===== src/core/runaway_watchdog_map.vh =====
// register offsets, field positions, reset values and counts of the runaway watchdog
`ifndef RUNAWAY_WATCHDOG_MAP_VH
`define RUNAWAY_WATCHDOG_MAP_VH

// ****************************************************************
// clear port index and register byte addresses on the bus
// ****************************************************************
`define WD_IDX_CLEAR_PORT     16'hFFFF
`define WD_ADDR_CLEAR_PORT    18'h3FFFC // four times the clear port index
`define WD_ADDR_CONFIG_ONE    18'h00000
`define WD_ADDR_RESET_CAUSE   18'h00004
`define WD_ADDR_STATUS        18'h00008

// ****************************************************************
// field positions and reset values
// ****************************************************************
`define WD_CFG_DISABLE_BIT    0
`define WD_CFG_RATE_BIT       1
`define WD_CFG_STOP_EN_BIT    2
`define WD_CFG_RESET          8'h00
`define WD_CAUSE_WATCHDOG_BIT 0
`define WD_CAUSE_ILLEGAL_BIT  1
`define WD_CAUSE_RESET        8'h00

// ****************************************************************
// timing
// ****************************************************************
`define WD_PRESCALE_BITS      12
`define WD_COUNTER_BITS       6
`define WD_RESET_PULSE_CYCLES 32
`define WD_POR_CYCLES         4096
`define WD_SHORT_TAP          7
`define WD_LONG_TAP           12

`endif


===== src/core/watchdog_timebase.v =====
// prescaler chain and six-bit watchdog counter
`timescale 1ns/1ps
`include "runaway_watchdog_map.vh"
module watchdog_timebase #(
    parameter PRE_BITS = `WD_PRESCALE_BITS,
    parameter CNT_BITS = `WD_COUNTER_BITS
) (
    input  wire                aclk,
    input  wire                aresetn,
    input  wire                osc_tick,
    input  wire                clr_all,
    input  wire                clr_pre_full,
    input  wire                clr_service,
    input  wire                hold_counter,
    input  wire                rate_sel,
    output reg                 overflow,
    output wire [PRE_BITS-1:0] prescale_value,
    output wire [CNT_BITS-1:0] counter_value
);

    reg  [PRE_BITS-1:0] pre_ff;
    reg  [CNT_BITS-1:0] cnt_ff;
    wire [PRE_BITS-1:0] nxt_pre;
    wire                tap_old;
    wire                tap_new;
    wire                cnt_tick;

    // stage taps choose the timeout length
    assign nxt_pre  = pre_ff + {{(PRE_BITS-1){1'b0}}, 1'b1};
    assign tap_old  = rate_sel ? pre_ff[`WD_SHORT_TAP-1] : pre_ff[`WD_LONG_TAP-1];
    assign tap_new  = rate_sel ? nxt_pre[`WD_SHORT_TAP-1] : nxt_pre[`WD_LONG_TAP-1];
    assign cnt_tick = osc_tick & tap_old & ~tap_new;
    assign prescale_value = pre_ff;
    assign counter_value  = cnt_ff;

    // prescaler with clears of all or upper stages
    always @(posedge aclk)
    begin
        if (!aresetn || clr_all || clr_pre_full)
            pre_ff <= {PRE_BITS{1'b0}};
        else if (clr_service)
            pre_ff <= {{(PRE_BITS-4){1'b0}}, pre_ff[3:0]};
        else if (osc_tick)
            pre_ff <= nxt_pre;
    end

    // watchdog counter and overflow pulse
    always @(posedge aclk)
    begin
        overflow <= 1'b0;
        if (!aresetn || clr_all || clr_service || hold_counter)
            cnt_ff <= {CNT_BITS{1'b0}};
        else if (cnt_tick)
        begin
            cnt_ff <= cnt_ff + {{(CNT_BITS-1){1'b0}}, 1'b1};
            if (&cnt_ff)
                overflow <= 1'b1;
        end
    end

endmodule // watchdog_timebase


===== src/core/runaway_watchdog.v =====
// runaway code watchdog with AXI4-Lite register access
//
// Added by the designer: register access over AXI4-Lite.
`timescale 1ns/1ps
`include "runaway_watchdog_map.vh"
module runaway_watchdog #(
    parameter OSC_DIV     = 2500,
    parameter VECTOR_LOW  = 8'h00,
    parameter POR_CYCLES  = `WD_POR_CYCLES
) (
    input  wire        aclk,
    input  wire        aresetn,
    input  wire [17:0] s_axi_awaddr,
    input  wire        s_axi_awvalid,
    output reg         s_axi_awready,
    input  wire [31:0] s_axi_wdata,
    input  wire [3:0]  s_axi_wstrb,
    input  wire        s_axi_wvalid,
    output reg         s_axi_wready,
    output reg  [1:0]  s_axi_bresp,
    output reg         s_axi_bvalid,
    input  wire        s_axi_bready,
    input  wire [17:0] s_axi_araddr,
    input  wire        s_axi_arvalid,
    output reg         s_axi_arready,
    output reg  [31:0] s_axi_rdata,
    output reg  [1:0]  s_axi_rresp,
    output reg         s_axi_rvalid,
    input  wire        s_axi_rready,
    input  wire        internal_reset,
    input  wire        vector_fetch,
    input  wire        stop_request,
    input  wire        monitor_mode,
    input  wire        break_active,
    input  wire        test_voltage_irq_pin,
    input  wire        test_voltage_rst_pin,
    output reg         reset_pin_n,
    output reg         watchdog_reset,
    output reg         illegal_opcode_reset,
    output reg         stop_mode
);

    // ****************************************************************
    // helpers
    // ****************************************************************
    function [7:0] sel_byte;
        input [31:0] d;
        input [3:0]  s;
        begin
            sel_byte = s[0] ? d[7:0] : 8'h00;
        end
    endfunction

    reg  [2:0]  tvi_sync_ff;
    reg  [2:0]  tvr_sync_ff;
    reg         tvi_ff;
    reg         tvr_ff;
    reg  [7:0]  cfg_ff;
    reg  [7:0]  cause_ff;
    reg         disable_ff;
    reg         rate_ff;
    reg  [15:0] div_ff;
    reg         tick_ff;
    reg  [12:0] por_cnt_ff;
    reg         por_done_ff;
    reg         por_clr_ff;
    reg  [5:0]  pulse_cnt_ff;
    reg  [17:0] awaddr_ff;
    reg  [31:0] wdata_ff;
    reg  [3:0]  wstrb_ff;
    reg         aw_have_ff;
    reg         w_have_ff;
    reg         service_ff;
    wire        overflow;
    wire [11:0] pre_value;
    wire [5:0]  cnt_value;
    wire        wd_off;
    wire        do_write;
    wire        tvi_now;
    wire        tvr_now;

    // ****************************************************************
    // oscillator tick and pin synchronisers
    // ****************************************************************
    // oscillator tick from divider, gated in stop mode
    always @(posedge aclk)
    begin
        if (!aresetn || div_ff == OSC_DIV - 1)
            div_ff <= 16'h0000;
        else
            div_ff <= div_ff + 16'h0001;
        tick_ff <= aresetn && div_ff == OSC_DIV - 1 && !stop_mode;
    end

    // three flops; a change counts once the last two agree
    assign tvi_now = tvi_sync_ff[2];
    assign tvr_now = tvr_sync_ff[2];
    always @(posedge aclk)
    begin
        if (!aresetn)
        begin
            tvi_sync_ff <= 3'b000;
            tvr_sync_ff <= 3'b000;
            tvi_ff      <= 1'b0;
            tvr_ff      <= 1'b0;
        end
        else
        begin
            tvi_sync_ff <= {tvi_sync_ff[1:0], test_voltage_irq_pin};
            tvr_sync_ff <= {tvr_sync_ff[1:0], test_voltage_rst_pin};
            if (tvi_sync_ff[1] == tvi_now)
                tvi_ff <= tvi_now;
            if (tvr_sync_ff[1] == tvr_now)
                tvr_ff <= tvr_now;
        end
    end

    // ****************************************************************
    // enable logic
    // ****************************************************************
    // disable and rate config bits sampled on each oscillator tick
    always @(posedge aclk)
    begin
        if (!aresetn)
        begin
            disable_ff <= 1'b0;
            rate_ff    <= 1'b0;
        end
        else if (tick_ff)
        begin
            disable_ff <= cfg_ff[`WD_CFG_DISABLE_BIT];
            rate_ff    <= cfg_ff[`WD_CFG_RATE_BIT];
        end
    end

    // disable, monitor and break conditions; wait mode has no effect
    assign wd_off = disable_ff
        | (monitor_mode & (tvi_ff | tvr_ff))
        | (break_active & tvr_ff);

    // ****************************************************************
    // power-up prescaler clear
    // ****************************************************************
    always @(posedge aclk)
    begin
        por_clr_ff <= 1'b0;
        if (!aresetn)
        begin
            por_cnt_ff  <= 13'h0000;
            por_done_ff <= 1'b0;
        end
        else if (tick_ff && !por_done_ff)
        begin
            if (por_cnt_ff == POR_CYCLES - 1)
            begin
                por_done_ff <= 1'b1;
                por_clr_ff  <= 1'b1;
            end
            else
                por_cnt_ff <= por_cnt_ff + 13'h0001;
        end
    end

    watchdog_timebase #(
        .PRE_BITS (`WD_PRESCALE_BITS),
        .CNT_BITS (`WD_COUNTER_BITS)
    ) u_timebase (
        .aclk           (aclk),
        .aresetn        (aresetn),
        .osc_tick       (tick_ff),
        .clr_all        (internal_reset),
        .clr_pre_full   (por_clr_ff | vector_fetch | stop_mode),
        .clr_service    (service_ff),
        .hold_counter   (wd_off),
        .rate_sel       (rate_ff),
        .overflow       (overflow),
        .prescale_value (pre_value),
        .counter_value  (cnt_value)
    );

    // ****************************************************************
    // reset generation; no interrupt output exists
    // ****************************************************************
    always @(posedge aclk)
    begin
        if (!aresetn)
        begin
            pulse_cnt_ff         <= 6'h00;
            reset_pin_n          <= 1'b1;
            watchdog_reset       <= 1'b0;
            illegal_opcode_reset <= 1'b0;
            stop_mode            <= 1'b0;
        end
        else
        begin
            watchdog_reset       <= overflow & ~wd_off;
            illegal_opcode_reset <= stop_request & ~cfg_ff[`WD_CFG_STOP_EN_BIT];
            if (internal_reset)
                stop_mode <= 1'b0;
            else if (stop_request && cfg_ff[`WD_CFG_STOP_EN_BIT])
                stop_mode <= 1'b1;
            if (overflow && !wd_off)
            begin
                pulse_cnt_ff <= 6'h20;
                reset_pin_n  <= 1'b0;
            end
            else if (tick_ff && pulse_cnt_ff != 6'h00)
            begin
                pulse_cnt_ff <= pulse_cnt_ff - 6'h01;
                reset_pin_n  <= pulse_cnt_ff == 6'h01;
            end
        end
    end

    // ****************************************************************
    // AXI4-Lite slave
    // ****************************************************************
    assign do_write = aw_have_ff && w_have_ff && !s_axi_bvalid;

    // write channel capture in either order, then response
    always @(posedge aclk)
    begin
        service_ff <= 1'b0;
        if (!aresetn)
        begin
            s_axi_awready <= 1'b1;
            s_axi_wready  <= 1'b1;
            s_axi_bvalid  <= 1'b0;
            s_axi_bresp   <= 2'b00;
            aw_have_ff    <= 1'b0;
            w_have_ff     <= 1'b0;
            awaddr_ff     <= 18'h00000;
            wdata_ff      <= 32'h00000000;
            wstrb_ff      <= 4'h0;
            cfg_ff        <= `WD_CFG_RESET;
            cause_ff      <= `WD_CAUSE_RESET;
        end
        else
        begin
            if (s_axi_awvalid && s_axi_awready)
            begin
                awaddr_ff     <= s_axi_awaddr;
                aw_have_ff    <= 1'b1;
                s_axi_awready <= 1'b0;
            end
            if (s_axi_wvalid && s_axi_wready)
            begin
                wdata_ff     <= s_axi_wdata;
                wstrb_ff     <= s_axi_wstrb;
                w_have_ff    <= 1'b1;
                s_axi_wready <= 1'b0;
            end
            if (do_write)
            begin
                aw_have_ff   <= 1'b0;
                w_have_ff    <= 1'b0;
                s_axi_bvalid <= 1'b1;
                s_axi_bresp  <= 2'b00;
                case (awaddr_ff & 18'h3FFFC)
                `WD_ADDR_CLEAR_PORT:
                    service_ff <= 1'b1;
                `WD_ADDR_CONFIG_ONE:
                    if (wstrb_ff[0])
                        cfg_ff <= sel_byte(wdata_ff, wstrb_ff);
                `WD_ADDR_RESET_CAUSE:
                    ;
                default:
                    s_axi_bresp <= 2'b10;
                endcase
            end
            if (s_axi_bvalid && s_axi_bready)
            begin
                s_axi_bvalid  <= 1'b0;
                s_axi_awready <= 1'b1;
                s_axi_wready  <= 1'b1;
            end
            // cause bits: hardware set wins over software clear
            if (do_write && (awaddr_ff & 18'h3FFFC) == `WD_ADDR_RESET_CAUSE && wstrb_ff[0])
                cause_ff <= (cause_ff & ~wdata_ff[7:0])
                    | {6'h00, illegal_opcode_reset, watchdog_reset};
            else
                cause_ff <= cause_ff | {6'h00, illegal_opcode_reset, watchdog_reset};
            if (internal_reset)
                cfg_ff[`WD_CFG_RATE_BIT] <= 1'b0;
        end
    end

    // read channel, one cycle answer
    always @(posedge aclk)
    begin
        if (!aresetn)
        begin
            s_axi_arready <= 1'b1;
            s_axi_rvalid  <= 1'b0;
            s_axi_rdata   <= 32'h00000000;
            s_axi_rresp   <= 2'b00;
        end
        else if (s_axi_arvalid && s_axi_arready)
        begin
            s_axi_arready <= 1'b0;
            s_axi_rvalid  <= 1'b1;
            s_axi_rresp   <= 2'b00;
            case (s_axi_araddr & 18'h3FFFC)
            `WD_ADDR_CLEAR_PORT:
                s_axi_rdata <= {24'h000000, VECTOR_LOW};
            `WD_ADDR_CONFIG_ONE:
                s_axi_rdata <= {24'h000000, cfg_ff};
            `WD_ADDR_RESET_CAUSE:
                s_axi_rdata <= {24'h000000, cause_ff};
            `WD_ADDR_STATUS:
                s_axi_rdata <= {11'h000, wd_off, pre_value[11:6], cnt_value, pre_value[5:0],
                                reset_pin_n, stop_mode};
            default:
            begin
                s_axi_rdata <= 32'h00000000;
                s_axi_rresp <= 2'b10;
            end
            endcase
        end
        else if (s_axi_rvalid && s_axi_rready)
        begin
            s_axi_rvalid  <= 1'b0;
            s_axi_arready <= 1'b1;
        end
    end

endmodule // runaway_watchdog


===== config.mk =====
export PLATFORM = sky130hd
export DESIGN_NAME = runaway_watchdog
export DESIGN_NICKNAME = d
export VERILOG_FILES = /design/src/core/watchdog_timebase.v /design/src/core/runaway_watchdog.v
export VERILOG_INCLUDE_DIRS = /design/src /design/src/core
export SDC_FILE = /design/constraint.sdc
export NUM_CORES = 1
export LEC_CHECK = 0
export BUFFER_PORTS_ARGS = -buffer_cell sky130_fd_sc_hd__buf_2
export CAP_MARGIN = 20
export CORE_MARGIN = 2
export CORE_UTILIZATION = 35
export DETAILED_ROUTE_END_ITERATION = 8
export GPL_TIMING_DRIVEN = 0
export PLACE_DENSITY = 0.57
export SYNTH_ARGS = -nofsm -noshare
export SYNTH_HDL_FRONTEND = slang
export SYNTH_HIERARCHICAL = 1
export SYNTH_SLANG_ARGS = --single-unit

===== constraint.sdc =====
create_clock -name aclk -period 2.34 [get_ports aclk]
set_input_delay 0.585 -clock aclk [delete_from_list [all_inputs] [get_ports aclk]]
set_output_delay 0.585 -clock aclk [all_outputs]
set_load 0.005 [all_outputs]

# After elaboration in Yosys (flattened, before gate mapping)
# Cells that the tools add are included.
# word_totals
register_bits,158
latchBits,0
ramBits,0
romBits,0
out_inout_bits,45
memories,0
# op_classes
addsub,5
n_mul,0
div,0
magnitude_cmp,0
n_eq_ne,10
shifts,0
muxes,17
bitwise,22
reduce_logical,45
# op_table
cell,count
$pmux W21 S3,1
$logic_not A18 Y1,2
$eq A16 B1 Y1 const B,2
$eq A16 B16 Y1 const B,2
$add A16 B1 Y16 const B,1
$eq A16 B12 Y1 const B,1
$eq A16 B2 Y1 const B,1
$or A8 B2 Y8,2
$logic_and A1 B1 Y1,15
$add A13 B1 Y13 const B,1
$eq A13 B12 Y1 const B,1
$add A12 B1 Y12 const B,1
$mux W6,2
$reduce_or A2 Y1,6
$mux W1,11
$reduce_and A2 Y1,5
$and A8 B8 Y8,1
$mux W8,1
$not A8 Y8,1
$not A1 Y1,7
$add A6 B1 Y6 const B,1
$and A1 B1 Y1,6
$eq A6 B1 Y1 const B,1
$reduce_and A6 Y1,1
11 further kinds,26

# Longest topological paths before layout
# logic_depth
word_depth,7
depth_mapped,7
mapped_depth_nobuf,6

# Cells and area by module
# The synthesis kept the hierarchy.
# modules_own_cells
module,n_inst,cells_each,area_each_um2
runaway_watchdog,1,581,5250.0
watchdog_timebase,1,110,947.2

# Least setup slack after synthesis
# Ideal clock, no wire load.
# synth_path
path_type,input-to-reg
startpoint,in vector_fetch
endpoint,reg u_timebase.pre_ff[5] (netlist: u_timebase/prescale_value[5])
arrival_time_ps,1942
t_required_ps,2270
setup_slack_ps,328
path_stages,5
path_buffers,1
cell_sequence,or3_1 > or3b_2 > or2_2 > clkbuf_1 > a21oi_1
# synth_via
elab_chain_cells,4
# synth_lines
element,line,source
from (decl),runaway_watchdog.v:31,"input wire vector_fetch,"
$or A1 B1 Y1 (2 in series),runaway_watchdog.v:172,".clr_pre_full (por_clr_ff | vector_fetch | stop_mode),"
$logic_or A1 B1 Y1,watchdog_timebase.v:39,if (!aresetn || clr_all || clr_pre_full)
$reduce_or A2 Y1 (no line),n/a,
to (signal assigned),watchdog_timebase.v:40,pre_ff <= {PRE_BITS{1'b0}};
to (signal assigned),watchdog_timebase.v:42,"pre_ff <= {{(PRE_BITS-4){1'b0}}, pre_ff[3:0]};"
to (signal assigned),watchdog_timebase.v:44,pre_ff <= nxt_pre;
to (decl),watchdog_timebase.v:21,reg [PRE_BITS-1:0] pre_ff;
# No other way between the ends.
# A chain may end at the register's enable or synchronous reset.

# Final worst setup path
# layout_path
startpoint,reg stop_mode
endpoint,reg u_timebase.pre_ff[5] (netlist: u_timebase/prescale_value[5])
# layout_via
elab_chain_cells,3
# layout_lines
element,line,source
from (decl),runaway_watchdog.v:40,output reg stop_mode
from (signal assigned),runaway_watchdog.v:192,stop_mode <= 1'b0;
from (signal assigned),runaway_watchdog.v:199,stop_mode <= 1'b0;
from (signal assigned),runaway_watchdog.v:201,stop_mode <= 1'b1;
$or A1 B1 Y1,runaway_watchdog.v:172,
$logic_or A1 B1 Y1,watchdog_timebase.v:39,
$reduce_or A2 Y1 (no line),n/a,
# No other way between the ends.

==> summary.md <==
| Metric | Value |
|---|---|
| Final period utilization | 0.878 |
| Slew @ Worst Pin | 786 ps |
| Pins over their slew limit | 0 |
| CTS clk-pin slew, worst paths | ~60 ps |
| Sequential area share after synthesis | 0.462 |
| CP required | roughly 2700 ps |
| Critical R2R Launch | stop_mode |
| Post-Syn Instances | 691 |
| Largest net degree at the start of global routing | 17 |
| Main synth FF type | dfxtp_1 |
| Max VDD drop | 537 uV |
| Vias in the first global route | 4635 |
| Grt total ovfl | 0 |
| Starting DRC count in detailed routing | 320 |
| Insertion delay to the later sink of the worst-skew pair | 420 ps |
| Gate power share | 0.046 |
| Total CTS buffers | 17 |
| Num ports | roughly 130 |
| Max-cap violations | 0 |
| CTS root buffer | clkbuf_16 |
| R2R setup slack | 280 ps |
| 1st-pass router iterations | 4 |
| Share of the synthesized area in the top cell type | 0.462 |
| Final Non-Filler Cells | 1045 |
| Syn Std Cell Area | a little over 6000 um2 |
| RSZ-0062 raised after global routing | no |
| Hold_buf cts | 0 |
| Final setup fails | 0 |
| Overall routing resource usage | 0.162 |
| Share of cells above drive strength 1 | 0.190 |
| Die area | 18800 um2 |
| Sequential power share | 0.416 |
| Achievable Freq | 487 MHz |
| IO buf count | 85 |
| Fillcell total | approximately 1700 |
| Worst reg-to-reg path cell count | 5 |
| Period minus WS final | 2060 ps |
| # nets final | 900 |
| Post-DR vias/cell | 4.83 |
| FF-to-FF End | u_timebase/prescale_value[5] |
| Post-synth EDFFs | 0 |
| # diodes | 0 |
| Clock tree sinks | between 100 and 150 |
| Switching Share | 0.201 |
| Critical path startpoint | stop_mode |
| Routed via count | 5052 |
| Status | finished, final reports clean |
| WP data arrival | between 2000 and 2500 ps |
| Syn Area/Cell | 8.97 um2 |
| Final Hold Fails | 0 |
| Flops & latches, synth | 143 |
| Area grow syn2layout | 23.8% |
| Startpoint types | flip-flop |
| CTS tree | done |
| Starting density of the core | 0.358 |
| Post_cts resized | 0 |
| Tightest Hold Check Type | in -> reg |
| Part of the power in the clock network | 0.538 |
| Yosys warns | 6 |
| Horiz. Die Dim | 137 um |
| Top-count cell post-synth | dfxtp_1 |
| Clock buffer depth | 2 |
| Net Sw Power | 1.22 mW |
| Die extent in y | about 140 um |
| P_leak | 3.06 nW |
| Setup CP Type | reg -> reg |
| Synth cell count leaders | dfxtp_1, nand2_1, nor2_1 |
| Inst Count DP | 1013 |
| Cell variety after synth | 63 |
| Setup Fix Bufs, Post-CTS | 0 |
| Critical path capture point type | flip-flop |
| Initial antenna violation count | 0 |
| Top cells by area, synth | dfxtp_1, nand2_1, a21boi_0 |
| Critical Path End | u_timebase/prescale_value[5] |
| HPWL after DPL | 10600 um |
| Max-slew headroom | 0.471 |
| H-tree levels | 4 |
| Area leader, netlist | dfxtp_1 |
| PwrDens | 791 nW/um2 |
| DRT Wirelength | 14500 um |
| Placer Congestion | 0.764 |
| Setup TNS | 0 ps |
| Core ar. | approximately 17000 um2 |
| Async set-reset flop share out of synthesis | 0 |
| Post-route DRC violation count | 0 |
| Rows | 48 |
| Clock Skews | 6.95 ps |
| Worst-path fanout max | 8 |
| Global-route wire length before repair | 23400 um |
| Post-DRT Antenna Nets | 0 |
| Int Pwr | 4.85 mW |
| DR WL/cell | around 14 um |
==> through the flow <==
step,power (mW),instance area [um2],utilization,hold WS (ps),worst slack (ps)
after CTS,6.12,7670,0.444,352,276
final,6.07,7670,0.444,369,285
after floorplan,2.73,6240,-,407,328
after detailed placement,2.86,6950,0.402,422,-87.1
after global placement,2.86,6950,0.402,416,-32.2
after global routing,6.29,7670,0.444,356,118
==> cell families after synthesis <==
| logic type | count (synthesis) | synth area share |
|---|---|---|
| buffers and inverters | 59 | 0.0485 |
| AOI/OAI and AO/OA | 132 | 0.148 |
| DFF | 143 | 0.462 |
| xor gates and xnor gates | 26 | 0.0367 |
| and+or+nand+nor | 300 | 0.253 |
| muxes | 23 | 0.0371 |
| adders and majority gates | 7 | 0.0141 |
| other | 1 | 0.000605 |
==> final cells by class <==
type | instances | area [um2] | area share
Clock inverter | 10 | 228 | 0.0297
Tap cell | 225 | 282 | 0.0367
Clock buffer | 22 | 494 | 0.0644
Inverter | 15 | 56.3 | 0.00734
Timing Repair Buffer | 85 | 425 | 0.0555
Sequential cell | 143 | 2860 | 0.373
Multi-Input combinational cell | 501 | 3080 | 0.401
Buffer | 44 | 244 | 0.0318
==> cell usage in the layout, fill, tap and decap left out, types with 16 or more instances in the layout <==
cell	netlist	routed
a21boi_0	32	32
o21ai_0	30	30
clkbuf_1	22	22
mux2i_1	23	23
nand4_1	25	25
clkbuf_16	0	17
buf_2	5	90
a21oi_1	24	24
nor2_1	49	49
and2_1	16	16
dfxtp_1	143	143
nand2_1	113	113
==> registers in the layout, summed over array words and instances (netlist names), 3 cells and up <==
signal and flops:
awaddr_ff 16, cfg_ff 8, s_axi_rdata 21, pulse_cnt_ff 6, por_cnt_ff 13, u_timebase/counter_value 6
wdata_ff 8, div_ff 16, tvi_sync_ff 3, tvr_sync_ff 3, cause_ff 8, u_timebase/prescale_value 12
==> critical path: stages, from the launching register on <==
cell and delay (ps):
dfxtp_1 370, or3_1 370, or3b_2 540, or2_2 310
clkbuf_1 220, a21oi_1 160
==> power by group through the flow <==
stage          combinational (mW)  clock (mW)  sequential (mW)
2_1_floorplan               0.167           0             2.57
3_3_place_gp                0.281           0             2.58
3_5_place_dp                0.283           0             2.58
4_1_cts                     0.284        3.32             2.52
5_1_grt                     0.316        3.44             2.53
6_report                    0.278        3.27             2.52
==> metal layers <==
metal | global-route usage | share of wire | routed length, um | up-vias
li1 | - | - | - | 2644
met1 | 0.217 | 0.49 | 7090 | 2299
met2 | 0.253 | 0.45 | 6540 | 94
met3 | 0.0496 | 0.050 | 733 | 15
met4 | 0.0401 | 0.011 | 159 | 0
met5 | 0 | 0 | 0 | -
==> worst min path at each step <==
| stage | startpoint | to | slack [ps] | cells past startpoint |
|---|---|---|---|---|
| 4_1_cts | test_voltage_rst_pin | tvr_sync_ff[0] | 350 | 2 |
| 3_5_place_dp | tvr_sync_ff[0] | tvr_sync_ff[1] | 420 | 1 |
| 5_1_grt | test_voltage_rst_pin | tvr_sync_ff[0] | 360 | 2 |
| 6_report | test_voltage_rst_pin | tvr_sync_ff[0] | 370 | 2 |
| 3_3_place_gp | tvi_sync_ff[0] | tvi_sync_ff[1] | 420 | 1 |
| 2_1_floorplan | por_cnt_ff[12] | por_cnt_ff[12] | 410 | 2 |
Note: power is estimated with default switching activity, not from simulation.
